## src/verilog/spoc_pkg.sv

```systemverilog
`default_nettype none

package spoc_pkg;

   // register indices; byte address is four times the index
   localparam logic [7:0] IDX_IF_STATE = 8'h01;
   localparam logic [7:0] IDX_PWR_CTRL = 8'h02;
   localparam logic [7:0] IDX_SOCK_CFG = 8'h20;

   localparam int IDX_W = 8;
   localparam int IDX_LSB = 2;

   // reset values
   localparam logic [7:0] PWR_CTRL_RST = 8'h00;
   localparam logic [2:0] SOCK_CFG_RST = 3'h0;

   // socket config field positions
   localparam int CFG_VCC3_BIT = 0;
   localparam int CFG_AUTO_OFF_DIS_BIT = 1;
   localparam int CFG_IO_MODE_BIT = 2;

   // interface state field positions
   localparam int IFS_ONE_BIT = 7;
   localparam int IFS_PWR_ON_BIT = 6;
   localparam int IFS_READY_BIT = 5;
   localparam int IFS_PROTECT_BIT = 4;
   localparam int IFS_SENSE_B_BIT = 3;
   localparam int IFS_SENSE_A_BIT = 2;
   localparam int IFS_BATT_B_BIT = 1;
   localparam int IFS_BATT_A_BIT = 0;

   // programming rail codes
   localparam logic [1:0] RAIL_OFF = 2'h0;
   localparam logic [1:0] RAIL_FOLLOW = 2'h1;
   localparam logic [1:0] RAIL_PROG = 2'h2;

   // bus responses
   localparam logic [1:0] RESP_OKAY = 2'h0;
   localparam logic [1:0] RESP_SLVERR = 2'h2;

   typedef struct packed {
      logic card_en;
      logic compat_hi;
      logic auto_pwr;
      logic vcc_pwr;
      logic [1:0] compat_lo;
      logic [1:0] prog_rail_select_field;
   } spoc_pwr_ctrl_s;

   typedef struct packed {
      logic en;
      logic [IDX_W-1:0] idx;
      logic [31:0] data;
      logic [3:0] strb;
   } spoc_reg_wr_s;

   typedef enum logic [0:0] {
      WS_COLLECT,
      WS_RESP
   } spoc_wstate_e;

endpackage : spoc_pkg

`default_nettype wire

```

## src/verilog/spoc_axil_slave.sv

```systemverilog
`default_nettype none

module spoc_axil_slave #(
   parameter int ADDR_W = 12
) (
   input wire logic aclk,
   input wire logic aresetn,
   input wire logic [ADDR_W-1:0] s_axi_awaddr,
   input wire logic s_axi_awvalid,
   output logic s_axi_awready,
   input wire logic [31:0] s_axi_wdata,
   input wire logic [3:0] s_axi_wstrb,
   input wire logic s_axi_wvalid,
   output logic s_axi_wready,
   output logic [1:0] s_axi_bresp,
   output logic s_axi_bvalid,
   input wire logic s_axi_bready,
   input wire logic [ADDR_W-1:0] s_axi_araddr,
   input wire logic s_axi_arvalid,
   output logic s_axi_arready,
   output logic [31:0] s_axi_rdata,
   output logic [1:0] s_axi_rresp,
   output logic s_axi_rvalid,
   input wire logic s_axi_rready,
   output spoc_pkg::spoc_reg_wr_s wr_req,
   input wire logic wr_hit,
   output logic [spoc_pkg::IDX_W-1:0] rd_idx,
   input wire logic rd_hit,
   input wire logic [31:0] rd_data
);

   localparam int TOP = spoc_pkg::IDX_W + spoc_pkg::IDX_LSB;

   spoc_pkg::spoc_wstate_e state_q;
   logic [ADDR_W-1:0] awaddr_q;
   logic [31:0] wdata_q;
   logic [3:0] wstrb_q;

   function automatic logic in_range(input logic [ADDR_W-1:0] a);
      in_range = (a >> TOP) == '0;
   endfunction : in_range

   wire both_held = (state_q == spoc_pkg::WS_COLLECT) & ~s_axi_awready & ~s_axi_wready;
   wire wr_ok = wr_hit & in_range(awaddr_q);
   wire rd_ok = rd_hit & in_range(s_axi_araddr);

   assign wr_req.en = both_held & wr_ok;
   assign wr_req.idx = awaddr_q[TOP-1:spoc_pkg::IDX_LSB];
   assign wr_req.data = wdata_q;
   assign wr_req.strb = wstrb_q;
   assign rd_idx = s_axi_araddr[TOP-1:spoc_pkg::IDX_LSB];

   // write channel: address and data taken in either order
   always_ff @(posedge aclk) begin
      if (!aresetn) begin
         state_q <= spoc_pkg::WS_COLLECT;
         s_axi_awready <= 1'b1;
         s_axi_wready <= 1'b1;
         s_axi_bvalid <= 1'b0;
         s_axi_bresp <= spoc_pkg::RESP_OKAY;
         awaddr_q <= '0;
         wdata_q <= 32'h0;
         wstrb_q <= 4'h0;
      end else begin
         case (state_q)
            spoc_pkg::WS_COLLECT: begin
               if (s_axi_awvalid && s_axi_awready) begin
                  awaddr_q <= s_axi_awaddr;
                  s_axi_awready <= 1'b0;
               end
               if (s_axi_wvalid && s_axi_wready) begin
                  wdata_q <= s_axi_wdata;
                  wstrb_q <= s_axi_wstrb;
                  s_axi_wready <= 1'b0;
               end
               if (both_held) begin
                  s_axi_bvalid <= 1'b1;
                  s_axi_bresp <= wr_ok ? spoc_pkg::RESP_OKAY : spoc_pkg::RESP_SLVERR;
                  state_q <= spoc_pkg::WS_RESP;
               end
            end
            default: begin
               if (s_axi_bready) begin
                  s_axi_bvalid <= 1'b0;
                  s_axi_awready <= 1'b1;
                  s_axi_wready <= 1'b1;
                  state_q <= spoc_pkg::WS_COLLECT;
               end
            end
         endcase
      end
   end

   // read channel: data captured at the address handshake
   always_ff @(posedge aclk) begin
      if (!aresetn) begin
         s_axi_arready <= 1'b1;
         s_axi_rvalid <= 1'b0;
         s_axi_rdata <= 32'h0;
         s_axi_rresp <= spoc_pkg::RESP_OKAY;
      end else if (s_axi_arvalid && s_axi_arready) begin
         s_axi_arready <= 1'b0;
         s_axi_rvalid <= 1'b1;
         s_axi_rdata <= rd_ok ? rd_data : 32'h0;
         s_axi_rresp <= rd_ok ? spoc_pkg::RESP_OKAY : spoc_pkg::RESP_SLVERR;
      end else if (s_axi_rvalid && s_axi_rready) begin
         s_axi_rvalid <= 1'b0;
         s_axi_arready <= 1'b1;
      end
   end

endmodule : spoc_axil_slave

`default_nettype wire

```

## src/verilog/spoc_power_ctrl.sv

```systemverilog
// Functional notes
// memory mode: protect status bit shows card protect pin, 1 means protected.
// memory mode: ready status bit shows card ready pin, 1 means ready.
// power-on status bit is 1 exactly when supply controls are active.
// vcc power field 0 holds both supply selects high.
// vcc power 1 drives chosen supply select low per auto-power and detects.
// auto-power 0 ignores detects; auto-power 1 needs both detects low.
// rail field decode: 00/11 off, 01 follow high, 10 programming high.
// card removal clears vcc power unless auto-off is disabled.
// reset, vcc off or missing card with auto-power 1 keep selects high, rails low.
// card outputs float on reset or any detect high.
// card enable with card detected drives card outputs; table wins.
// card enable 0 floats all card outputs.
// detect status bits are inverted detect pins; both 1 means inserted.
// register write takes one cycle; socket outputs follow within one cycle.

`default_nettype none

module spoc_power_ctrl #(
   parameter int ADDR_W = 12
) (
   input wire logic aclk,
   input wire logic aresetn,

   input wire logic [ADDR_W-1:0] s_axi_awaddr,
   input wire logic s_axi_awvalid,
   output logic s_axi_awready,
   input wire logic [31:0] s_axi_wdata,
   input wire logic [3:0] s_axi_wstrb,
   input wire logic s_axi_wvalid,
   output logic s_axi_wready,
   output logic [1:0] s_axi_bresp,
   output logic s_axi_bvalid,
   input wire logic s_axi_bready,
   input wire logic [ADDR_W-1:0] s_axi_araddr,
   input wire logic s_axi_arvalid,
   output logic s_axi_arready,
   output logic [31:0] s_axi_rdata,
   output logic [1:0] s_axi_rresp,
   output logic s_axi_rvalid,
   input wire logic s_axi_rready,

   input wire logic insert_sense_a_n,
   input wire logic insert_sense_b_n,
   input wire logic protect_or_wide_io_pin,
   input wire logic ready_or_card_irq_pin,
   input wire logic batt_sense_a_pin,
   input wire logic batt_sense_b_pin,

   output logic vcc_3v3_select_n,
   output logic vcc_5v_select_n,
   output logic prog_voltage_select,
   output logic vcc_follow_select,
   output logic card_out_oe_n
);

   // ------------------------------------------------------------
   // register state
   // ------------------------------------------------------------

   spoc_pkg::spoc_pwr_ctrl_s pwr_q;
   spoc_pkg::spoc_pwr_ctrl_s pwr_d;

   logic [2:0] cfg_q;
   logic [2:0] cfg_d;

   // detect state of the previous cycle, for removal detection
   logic inserted_q;

   // ------------------------------------------------------------
   // bus slave
   // ------------------------------------------------------------

   spoc_pkg::spoc_reg_wr_s wr_req;
   logic wr_hit;
   logic [spoc_pkg::IDX_W-1:0] rd_idx;
   logic rd_hit;
   logic [31:0] rd_data;

   spoc_axil_slave #(
      .ADDR_W(ADDR_W)
   ) u_slave (
      .aclk(aclk),
      .aresetn(aresetn),
      .s_axi_awaddr(s_axi_awaddr),
      .s_axi_awvalid(s_axi_awvalid),
      .s_axi_awready(s_axi_awready),
      .s_axi_wdata(s_axi_wdata),
      .s_axi_wstrb(s_axi_wstrb),
      .s_axi_wvalid(s_axi_wvalid),
      .s_axi_wready(s_axi_wready),
      .s_axi_bresp(s_axi_bresp),
      .s_axi_bvalid(s_axi_bvalid),
      .s_axi_bready(s_axi_bready),
      .s_axi_araddr(s_axi_araddr),
      .s_axi_arvalid(s_axi_arvalid),
      .s_axi_arready(s_axi_arready),
      .s_axi_rdata(s_axi_rdata),
      .s_axi_rresp(s_axi_rresp),
      .s_axi_rvalid(s_axi_rvalid),
      .s_axi_rready(s_axi_rready),
      .wr_req(wr_req),
      .wr_hit(wr_hit),
      .rd_idx(rd_idx),
      .rd_hit(rd_hit),
      .rd_data(rd_data)
   );

   // ------------------------------------------------------------
   // address decode
   // ------------------------------------------------------------

   function automatic logic is_writable(input logic [spoc_pkg::IDX_W-1:0] idx);
      is_writable = (idx == spoc_pkg::IDX_PWR_CTRL) || (idx == spoc_pkg::IDX_SOCK_CFG);
   endfunction : is_writable

   function automatic logic is_readable(input logic [spoc_pkg::IDX_W-1:0] idx);
      is_readable = is_writable(idx) || (idx == spoc_pkg::IDX_IF_STATE);
   endfunction : is_readable

   // the status register is read only; a write to it answers an error
   assign wr_hit = is_writable(wr_req.idx);
   assign rd_hit = is_readable(rd_idx);

   // only byte lane 0 carries register data
   wire lane0 = wr_req.en & wr_req.strb[0];
   wire wr_pwr = lane0 & (wr_req.idx == spoc_pkg::IDX_PWR_CTRL);
   wire wr_cfg = lane0 & (wr_req.idx == spoc_pkg::IDX_SOCK_CFG);

   // ------------------------------------------------------------
   // socket conditions
   // ------------------------------------------------------------

   wire sense_a = ~insert_sense_a_n;
   wire sense_b = ~insert_sense_b_n;
   wire inserted = sense_a & sense_b;

   wire io_mode = cfg_q[spoc_pkg::CFG_IO_MODE_BIT];
   wire use_3v3 = cfg_q[spoc_pkg::CFG_VCC3_BIT];
   wire auto_off_dis = cfg_q[spoc_pkg::CFG_AUTO_OFF_DIS_BIT];

   // falling edge of full insertion means the card left the socket
   wire removed = inserted_q & ~inserted;

   // supplies may be on: vcc field set and detect gating satisfied
   wire supply_on = pwr_q.vcc_pwr & (~pwr_q.auto_pwr | inserted);

   // ------------------------------------------------------------
   // next register values
   // ------------------------------------------------------------

   always_comb begin
      pwr_d = pwr_q;
      if (wr_pwr) begin
         pwr_d = spoc_pkg::spoc_pwr_ctrl_s'(wr_req.data[7:0]);
      end
      // removal wins over a write in the same cycle, so power stays off
      if (removed && !auto_off_dis) begin
         pwr_d.vcc_pwr = 1'b0;
      end
   end

   always_comb begin
      cfg_d = cfg_q;
      if (wr_cfg) begin
         cfg_d = wr_req.data[2:0];
      end
   end

   always_ff @(posedge aclk) begin
      if (!aresetn) begin
         pwr_q <= spoc_pkg::spoc_pwr_ctrl_s'(spoc_pkg::PWR_CTRL_RST);
         cfg_q <= spoc_pkg::SOCK_CFG_RST;
         inserted_q <= 1'b0;
      end else begin
         pwr_q <= pwr_d;
         cfg_q <= cfg_d;
         inserted_q <= inserted;
      end
   end

   // ------------------------------------------------------------
   // supply select and rail outputs
   // ------------------------------------------------------------

   // supply selects are active low; only the chosen one drops
   wire sel3_d = ~(supply_on & use_3v3);
   wire sel5_d = ~(supply_on & ~use_3v3);

   // codes 00 and 11 leave both rail outputs low
   wire prog_d = supply_on & (pwr_q.prog_rail_select_field == spoc_pkg::RAIL_PROG);
   wire follow_d = supply_on & (pwr_q.prog_rail_select_field == spoc_pkg::RAIL_FOLLOW);

   // card outputs enabled only with both detects low and card enable set
   wire oe_n_d = ~(inserted & pwr_q.card_en);

   // reset forces every socket pin to its safe level
   always_ff @(posedge aclk) begin
      if (!aresetn) begin
         vcc_3v3_select_n <= 1'b1;
         vcc_5v_select_n <= 1'b1;
         prog_voltage_select <= 1'b0;
         vcc_follow_select <= 1'b0;
         card_out_oe_n <= 1'b1;
      end else begin
         vcc_3v3_select_n <= sel3_d;
         vcc_5v_select_n <= sel5_d;
         prog_voltage_select <= prog_d;
         vcc_follow_select <= follow_d;
         card_out_oe_n <= oe_n_d;
      end
   end

   // ------------------------------------------------------------
   // read data
   // ------------------------------------------------------------

   logic [7:0] if_state;

   always_comb begin
      if_state = 8'h00;
      if_state[spoc_pkg::IFS_ONE_BIT] = 1'b1;
      if_state[spoc_pkg::IFS_PWR_ON_BIT] = supply_on;
      // protect and ready are meaningless in io mode and read zero there
      if_state[spoc_pkg::IFS_READY_BIT] = ~io_mode & ready_or_card_irq_pin;
      if_state[spoc_pkg::IFS_PROTECT_BIT] = ~io_mode & protect_or_wide_io_pin;
      if_state[spoc_pkg::IFS_SENSE_B_BIT] = sense_b;
      if_state[spoc_pkg::IFS_SENSE_A_BIT] = sense_a;
      if_state[spoc_pkg::IFS_BATT_B_BIT] = batt_sense_b_pin;
      if_state[spoc_pkg::IFS_BATT_A_BIT] = batt_sense_a_pin;
   end

   always_comb begin
      if (rd_idx == spoc_pkg::IDX_IF_STATE) begin
         rd_data = {24'h0, if_state};
      end else if (rd_idx == spoc_pkg::IDX_PWR_CTRL) begin
         rd_data = {24'h0, pwr_q};
      end else if (rd_idx == spoc_pkg::IDX_SOCK_CFG) begin
         rd_data = {29'h0, cfg_q};
      end else begin
         rd_data = 32'h0;
      end
   end

endmodule : spoc_power_ctrl

`default_nettype wire

```

## config.mk

```make
export PLATFORM = sky130hd
export DESIGN_NAME = spoc_power_ctrl
export DESIGN_NICKNAME = d
export VERILOG_FILES = /design/src/verilog/spoc_pkg.sv /design/src/verilog/spoc_axil_slave.sv /design/src/verilog/spoc_power_ctrl.sv
export SDC_FILE = /design/constraint.sdc
export NUM_CORES = 1
export LEC_CHECK = 0
export BUFFER_PORTS_ARGS = -buffer_cell sky130_fd_sc_hd__clkbuf_2
export CAP_MARGIN = 10
export CORE_AREA = 2 2 170 105
export DETAILED_ROUTE_END_ITERATION = 12
export DIE_AREA = 0 0 172 107
export SETUP_SLACK_MARGIN = 0.02
export SLEW_MARGIN = 20
export SYNTH_ARGS = -nofsm -noshare
export SYNTH_HDL_FRONTEND = slang
export SYNTH_HIERARCHICAL = 1
export SYNTH_SLANG_ARGS = --single-unit
```

## constraint.sdc

```tcl
create_clock -name aclk -period 2.97 [get_ports aclk]
set_clock_uncertainty 0.05 [all_clocks]
set_input_delay 0.297 -clock aclk [delete_from_list [all_inputs] [get_ports aclk]]
set_output_delay 0.297 -clock aclk [all_outputs]
set_load 0.05 [all_outputs]
```

After elaboration in Yosys (flattened, before gate mapping)
Cells that the tools add are included.
- register bits after elaboration: 80
- output and inout port bits: 46
- logic and storage cells: 108
- equal/unequal tests: 8
- muxes and demuxes: 21
- bitwise logic cells: 32
- reductions and logical operators: 22
- operators with widths (kind ; number):
    zero test 12 bit ; 2
    two-way mux 8 bit ; 3
    bitwise AND 1 bit ; 18
    == test 8 x 2 -> 1 bit, second input constant ; 2
    == test 8 x 6 -> 1 bit, second input constant ; 2
    two-way mux 1 bit ; 15
    NOT 1 bit ; 13
    AND reduction 2 bit ; 6
    == test 8 x 1 -> 1 bit, second input constant ; 1
    nonzero test 2 bit ; 4
    logical AND 1 bit ; 5
    two-way mux 2 bit ; 2
    logical OR 1 bit ; 3
    two-way mux 3 bit ; 1
    == test 2 x 1 -> 1 bit, second input constant ; 1
    == test 2 bit, second input constant ; 1
    inequality test 2 bit, second input constant ; 1
    OR reduction 2 bit ; 1
    zero test 1 bit ; 1
    bitwise OR 1 bit ; 1

Longest topological paths before layout
Gate-level depths: netlist of run 1.
- word-level depth: 6
- mapped depth: 8
- depth with buffers taken out: 6

Modules after synthesis
The synthesis of run 1 kept the hierarchy.
- modules (own cells, without submodules) (module ; times used ; cells an instance ; area each (um2) ; sequential area each (um2)):
    spoc_axil_slave ; 1 ; 396 ; 3338.2 ; 1721.7
    spoc_power_ctrl ; 1 ; 101 ; 969.7 ; 340.3

Worst setup path before layout of run 1
OpenSTA, ideal clock, no wires.
- kind: register -> register
- start: register u_slave.awaddr_q[2]
- end: register pwr_q[4] (netlist bit)
- setup time: 0.133 ns
- data arrival time: 1.704 ns
- data required time: 2.787 ns
- slack: 1.082 ns
- cell stages (with the launch flop): 9
- period minus slack after synthesis: 1.888 ns
- cell sequence: dfxtp_1 > buf_4 > nor4_4 > nor4b_1 > and3_1 > and4bb_2 > nand4b_1 > buf_4 > mux2i_1
- RTL lines (item ; RTL line ; source):
    from (decl) ; spoc_axil_slave.sv:35 ; logic [ADDR_W-1:0] awaddr_q;
    from (signal assigned) ; spoc_axil_slave.sv:68 ; awaddr_q <= s_axi_awaddr;
    to (signal assigned) ; spoc_power_ctrl.sv:172 ; pwr_q <= spoc_pkg::spoc_pwr_ctrl_s'(spoc_pkg::PWR_CTRL_RST);
    to (signal assigned) ; spoc_power_ctrl.sv:176 ; pwr_q <= pwr_d;
    to (decl) ; spoc_power_ctrl.sv:61 ; spoc_pkg::spoc_pwr_ctrl_s pwr_q;

==> impl_metrics.toml, run 1 <==
[sta]
tns_ns = 0
drv_slew = 0
period_needed_ns = 2.12
worstMarginPinSlew_ns = 0.900
whs_ns = 0.129
finalCritPeriodShare = 0.713
setup_viol = 0
final-hold-violation-count = 0
timing.final.ws_setup_ns = 0.853
slew-limit-headroom = 0.398
rsz0062_at_grt = "false"
fmax_ghz = 0.472

[cts]
cts_buffers = 9
postCtsResizedCells = 0
clk_pin_slew_ns = 0.06
postCtsSetupRepairBufs = 0
clkSinkCount = 76
cts_tree = "built"
htree_levels = 3
postCtsHoldBufs = 0
cts_root_buffer = "clkbuf_16"
clock_latency_ns = 0.34
cts_buffer_depth = 2

[detailed_routing]
drc = 0
wl_per_cell_um = 11.7
postRouteAntennaNets = 0
vias_per_cell = 3.78
first_pass_iters = 4
drt_iter0_drc = 95
route.vias.total = 2657
totalWireLength_um = 8230

[worst_hold_path]
min_from = "s_axi_wdata[6]"
worst_hold_path_type = "in -> reg"

[placement]
dp_hpwl_um = 6070
place_ws_ns = 0.693
numPortBuffers = 85
dp_cells = 686
place_congestion = 0.743
placed_cell_area_um2 = 3830

[pwr]
p_per_area_nw_per_um2 = 601
p_total_mw = 2.49
p_leak_nw = 1.76
ir_drop_uv = 245

[final_layout]
stdcell_count = 703
seq_area_um2 = 1520
fin_nets = 536
final_util = 0.246
drive_above_1_share = 0.265
fin_area_um2 = 4140
area_growth_pct = 24.2
fillCellCount = 1897
multiInputGateArea_um2 = 1540

[setup_path]
worstSetupStartpoint = "u_slave/awaddr_q[2]"
critical_path_class = "reg -> reg"
cp-end-kind = "register"
path_max_fanout = 3
start_kind = "register"
cp_data_arrival_time_ns = 2.29
reg2reg_from = "u_slave/awaddr_q[2]"
worstPathRequired_ns = 3.14

[synth]
syn_area_per_cell_um2 = 8.73
synth.yosys.warnings = 6
syn_area_um2 = 3330
syn_inst = 382

[global_route]
grt_pass1_vias = 2525
track_usage = 0.0936
grt_overflow = 0
grt_antenna_before_repair = 0
grt_max_degree = 43
grt_first_pass_wirelength_um = 13100

[die]
core_area_um2 = 16900
std_cell_rows = 37
die_area_um2 = 18400
die_w_um = 172
io-pin-count = 119
start_util = 0.198
dieHeight_um = 107

[outcome]
outcome = "complete, no violations"

[run]
cap_violations = 0
## per-layer routing
| metal | vias up | part of all wire | GRT usage |
|---|---|---|---|
| li1 | 1413 | - | - |
| met2 | 57 | 0.39 | 0.134 |
| met3 | 8 | 0.077 | 0.0421 |
| met4 | 0 | 0.0072 | 0.0252 |
| met5 | - | 0 | 0 |
| met1 | 1179 | 0.52 | 0.127 |
## cell usage in the layout (no fill, tap or decap), types with 2 or more instances in the layout
| master | count |
|---|---|
| conb_1 | 26 |
| clkbuf_16 | 9 |
| o21ai_2 | 2 |
| nand2b_1 | 3 |
| clkbuf_2 | 85 |
| nand3b_4 | 2 |
| buf_4 | 5 |
| nor2b_1 | 2 |
| o311ai_0 | 2 |
| clkinv_4 | 4 |
| o21ai_1 | 4 |
| nand3_1 | 28 |
| dfxtp_1 | 76 |
| nand2_1 | 105 |
| inv_1 | 4 |
| nand4b_1 | 5 |
| nor3b_1 | 3 |
| o21ai_0 | 22 |
| nor2_1 | 3 |
| mux2i_1 | 11 |
| o211ai_2 | 3 |
| nor3b_2 | 3 |
| and2_1 | 2 |
| nor4_4 | 3 |
| a21oi_1 | 36 |
## registers in the layout, summed over array words and instances (netlist names), 3 cells and up
signal and cells:
cfg_q 3, u_slave/wdata_q 8, u_slave/s_axi_rdata 32, pwr_q 8, u_slave/awaddr_q 10
## report_power, final
group / leakage, nW / switching, mW / internal [mW] / total, mW
registers: 0.619 / 0.0270 / 1.06 / 1.09
clock network: 0.146 / 0.460 / 0.655 / 1.11
logic: 1.00 / 0.205 / 0.0816 / 0.287
## final timing paths
check                                           to  slack, ns  cells after the start
worst min-delay path            u_slave/wdata_q[6]       0.13                      3
worst min register to register    vcc_3v3_select_n       0.39                      1
worst max register to register            cfg_q[1]       0.85                      6
worst max-delay path                      cfg_q[1]       0.85                      6
## final cells by class
cell class | instances | share of cell area
Clock inverter | 7 | 0.0187
Multi-Input combinational cell | 282 | 0.373
Tap cell | 234 | 0.0707
Antenna cell | 1 | 0.000604
Clock buffer | 9 | 0.0544
Inverter | 4 | 0.00363
Timing Repair Buffer | 90 | 0.112
Sequential cell | 76 | 0.367
## worst max-delay path, stage by stage (launching register included)
cell and delay, ns:
dfxtp_1 0.33, nor4_4 0.32, nor4b_1 0.33, and3_1 0.24, and4bb_2 0.26, nand4b_1 0.27
mux2i_1 0.19
Note: power is estimated with default switching activity, not from simulation.
==> run 2: changes to the inputs <==
Clock period 2.97 ns to 2.1 ns, I/O delays scaled along.
==> run 2 against run 1 <==
Net effect:
- non-clock buffer count rose by 11
- core utilization rose by 0.66 points
- wire length rose by 0.91%
- largest cell class unchanged
- count of clock-buffer cells in the layout did not move
- combinational power rose by 51%
- first-iteration DRC count rose by 12%
- critical path type unchanged
- clock power rose by 41%
==> impl_metrics.toml, run 2 (synthesis results as in run 1) <==
[outcome]
outcome = "complete, no violations"

[setup_path]
crit_path_max_incr_delay_ns = 0.33
path_max_fanout = 8
cp-end-kind = "register"
critical-path-top-delay-family = "simple AND/OR/NAND/NOR gates"
crit_buf_inv = 1
critical_path_class = "reg -> reg"
worstPathCellList = "nor4_4 -> nor4b_2 -> and3_1 -> and4bb_2 -> nand4b_1 -> buf_4 -> mux2i_1"
crit_path_top_delay_cell = "dfxtp_1"
start_kind = "register"
cp_data_arrival_time_ns = 2.11
worstPathRequired_ns = 2.26

[final_layout]
final_cell_mix = "105 x nand2_1, 85 x clkbuf_2, 76 x dfxtp_1"
area_growth_pct = 27.5
largest_reg_flops = 32
fin_area_um2 = 4250
drive_above_1_share = 0.284
top_regs = "u_slave/s_axi_rdata x32, u_slave/awaddr_q x10"
mostFrequentLayoutCell = "nand2_1"
stdcell_count = 714
fin_nets = 547
top_register = "u_slave/s_axi_rdata"
fillCellCount = 1893

[placement]
dp_cells = 696
place_congestion = 0.746
dp_hpwl_um = 6320
numPortBuffers = 85
placed_cell_area_um2 = 3940

[cts]
htree_levels = 3
cts_buffer_depth = 2
cts_buffers = 9
postCtsHoldBufs = 0
clock_latency_ns = 0.34
clkSinkCount = 76
cts_tree = "built"
clk_pin_slew_ns = 0.06
cts_root_buffer = "clkbuf_16"

[detailed_routing]
drt_iter0_drc = 106
totalWireLength_um = 8310
drc = 0
first_pass_iters = 4
route.vias.total = 2730
vias_per_cell = 3.82
wl_per_cell_um = 11.6
postRouteAntennaNets = 0

[pwr]
p_total_mw = 3.54
ir_drop_uv = 347
p_per_area_nw_per_um2 = 832
p_leak_nw = 1.84

[sta]
worstMarginPinSlew_ns = 0.634
setup_viol = 0
final-hold-violation-count = 0
slew-limit-headroom = 0.576
tns_ns = 0
whs_ns = 0.0409
period_needed_ns = 1.95
fmax_ghz = 0.512
drv_slew = 0
finalCritPeriodShare = 0.931
rsz0062_at_grt = "false"

[worst_hold_path]
worst_hold_path_type = "in -> reg"

[run]
cap_violations = 0

[die]
dieHeight_um = 107
io-pin-count = 119
die_area_um2 = 18400
die_w_um = 172
core_area_um2 = 16900
start_util = 0.198
std_cell_rows = 37

[global_route]
grt_first_pass_wirelength_um = 13600
grt_overflow = 0
grt_antenna_before_repair = 0
track_usage = 0.0968
grt_max_degree = 31
grt_pass1_vias = 2653
[run 2: path summary, 6_finish.rpt]
kind | startpoint | to | slack, ns | cells past startpoint
max | u_slave/awaddr_q[2] | pwr_q[4] | 0.15 | 7
min | s_axi_awaddr[3] | u_slave/awaddr_q[3] | 0.04 | 3
max reg2reg | u_slave/awaddr_q[2] | pwr_q[4] | 0.15 | 7
min reg2reg | cfg_q[0] | vcc_3v3_select_n | 0.40 | 1
[run 2: repair_timing]
item,CTS,global route
setup endpoints to repair,0,11
resized for setup,0,1
setup buffers,0,1
[run 2: layout make-up]
class                   instances  area, µm²  share of cell area
clock buffers                   9        225              0.0530
multi-input cells             282       1550               0.364
clock inverters                 7       75.1              0.0177
well taps                     234        293              0.0689
repair buffers                101        571               0.134
diodes                          1       2.50            0.000589
flip-flops and latches         76       1520               0.358
inverters                       4       15.0             0.00353
[run 2: per-layer routing]
metal / wire length (µm) / track usage
met1: 4270 / 0.131
met4: 79 / 0.0234
met5: 0 / 0
met2: 3270 / 0.136
met3: 691 / 0.0480
[run 2: worst reg2reg max path, cell delays in order (launching register included)]
cell and delay [ns]:
dfxtp_1 0.33, nor4_4 0.30, nor4b_2 0.24, and3_1 0.21
and4bb_2 0.26, nand4b_1 0.10, buf_4 0.20, mux2i_1 0.13
[run 2: power by group]
| part | switching (mW) | total, mW | internal (mW) |
|---|---|---|---|
| sequential | 0.0391 | 1.54 | 1.50 |
| clock | 0.637 | 1.56 | 0.926 |
| combinational | 0.297 | 0.434 | 0.138 |
[run 2: stage by stage]
stage	utilization	setup WS, ns
4_1_cts	0.251	0.0498
6_report	0.252	0.145
3_5_place_dp	0.234	0.0891
5_1_grt	0.252	0.0326
2_1_floorplan	-	0.212
3_3_place_gp	0.234	0.0747
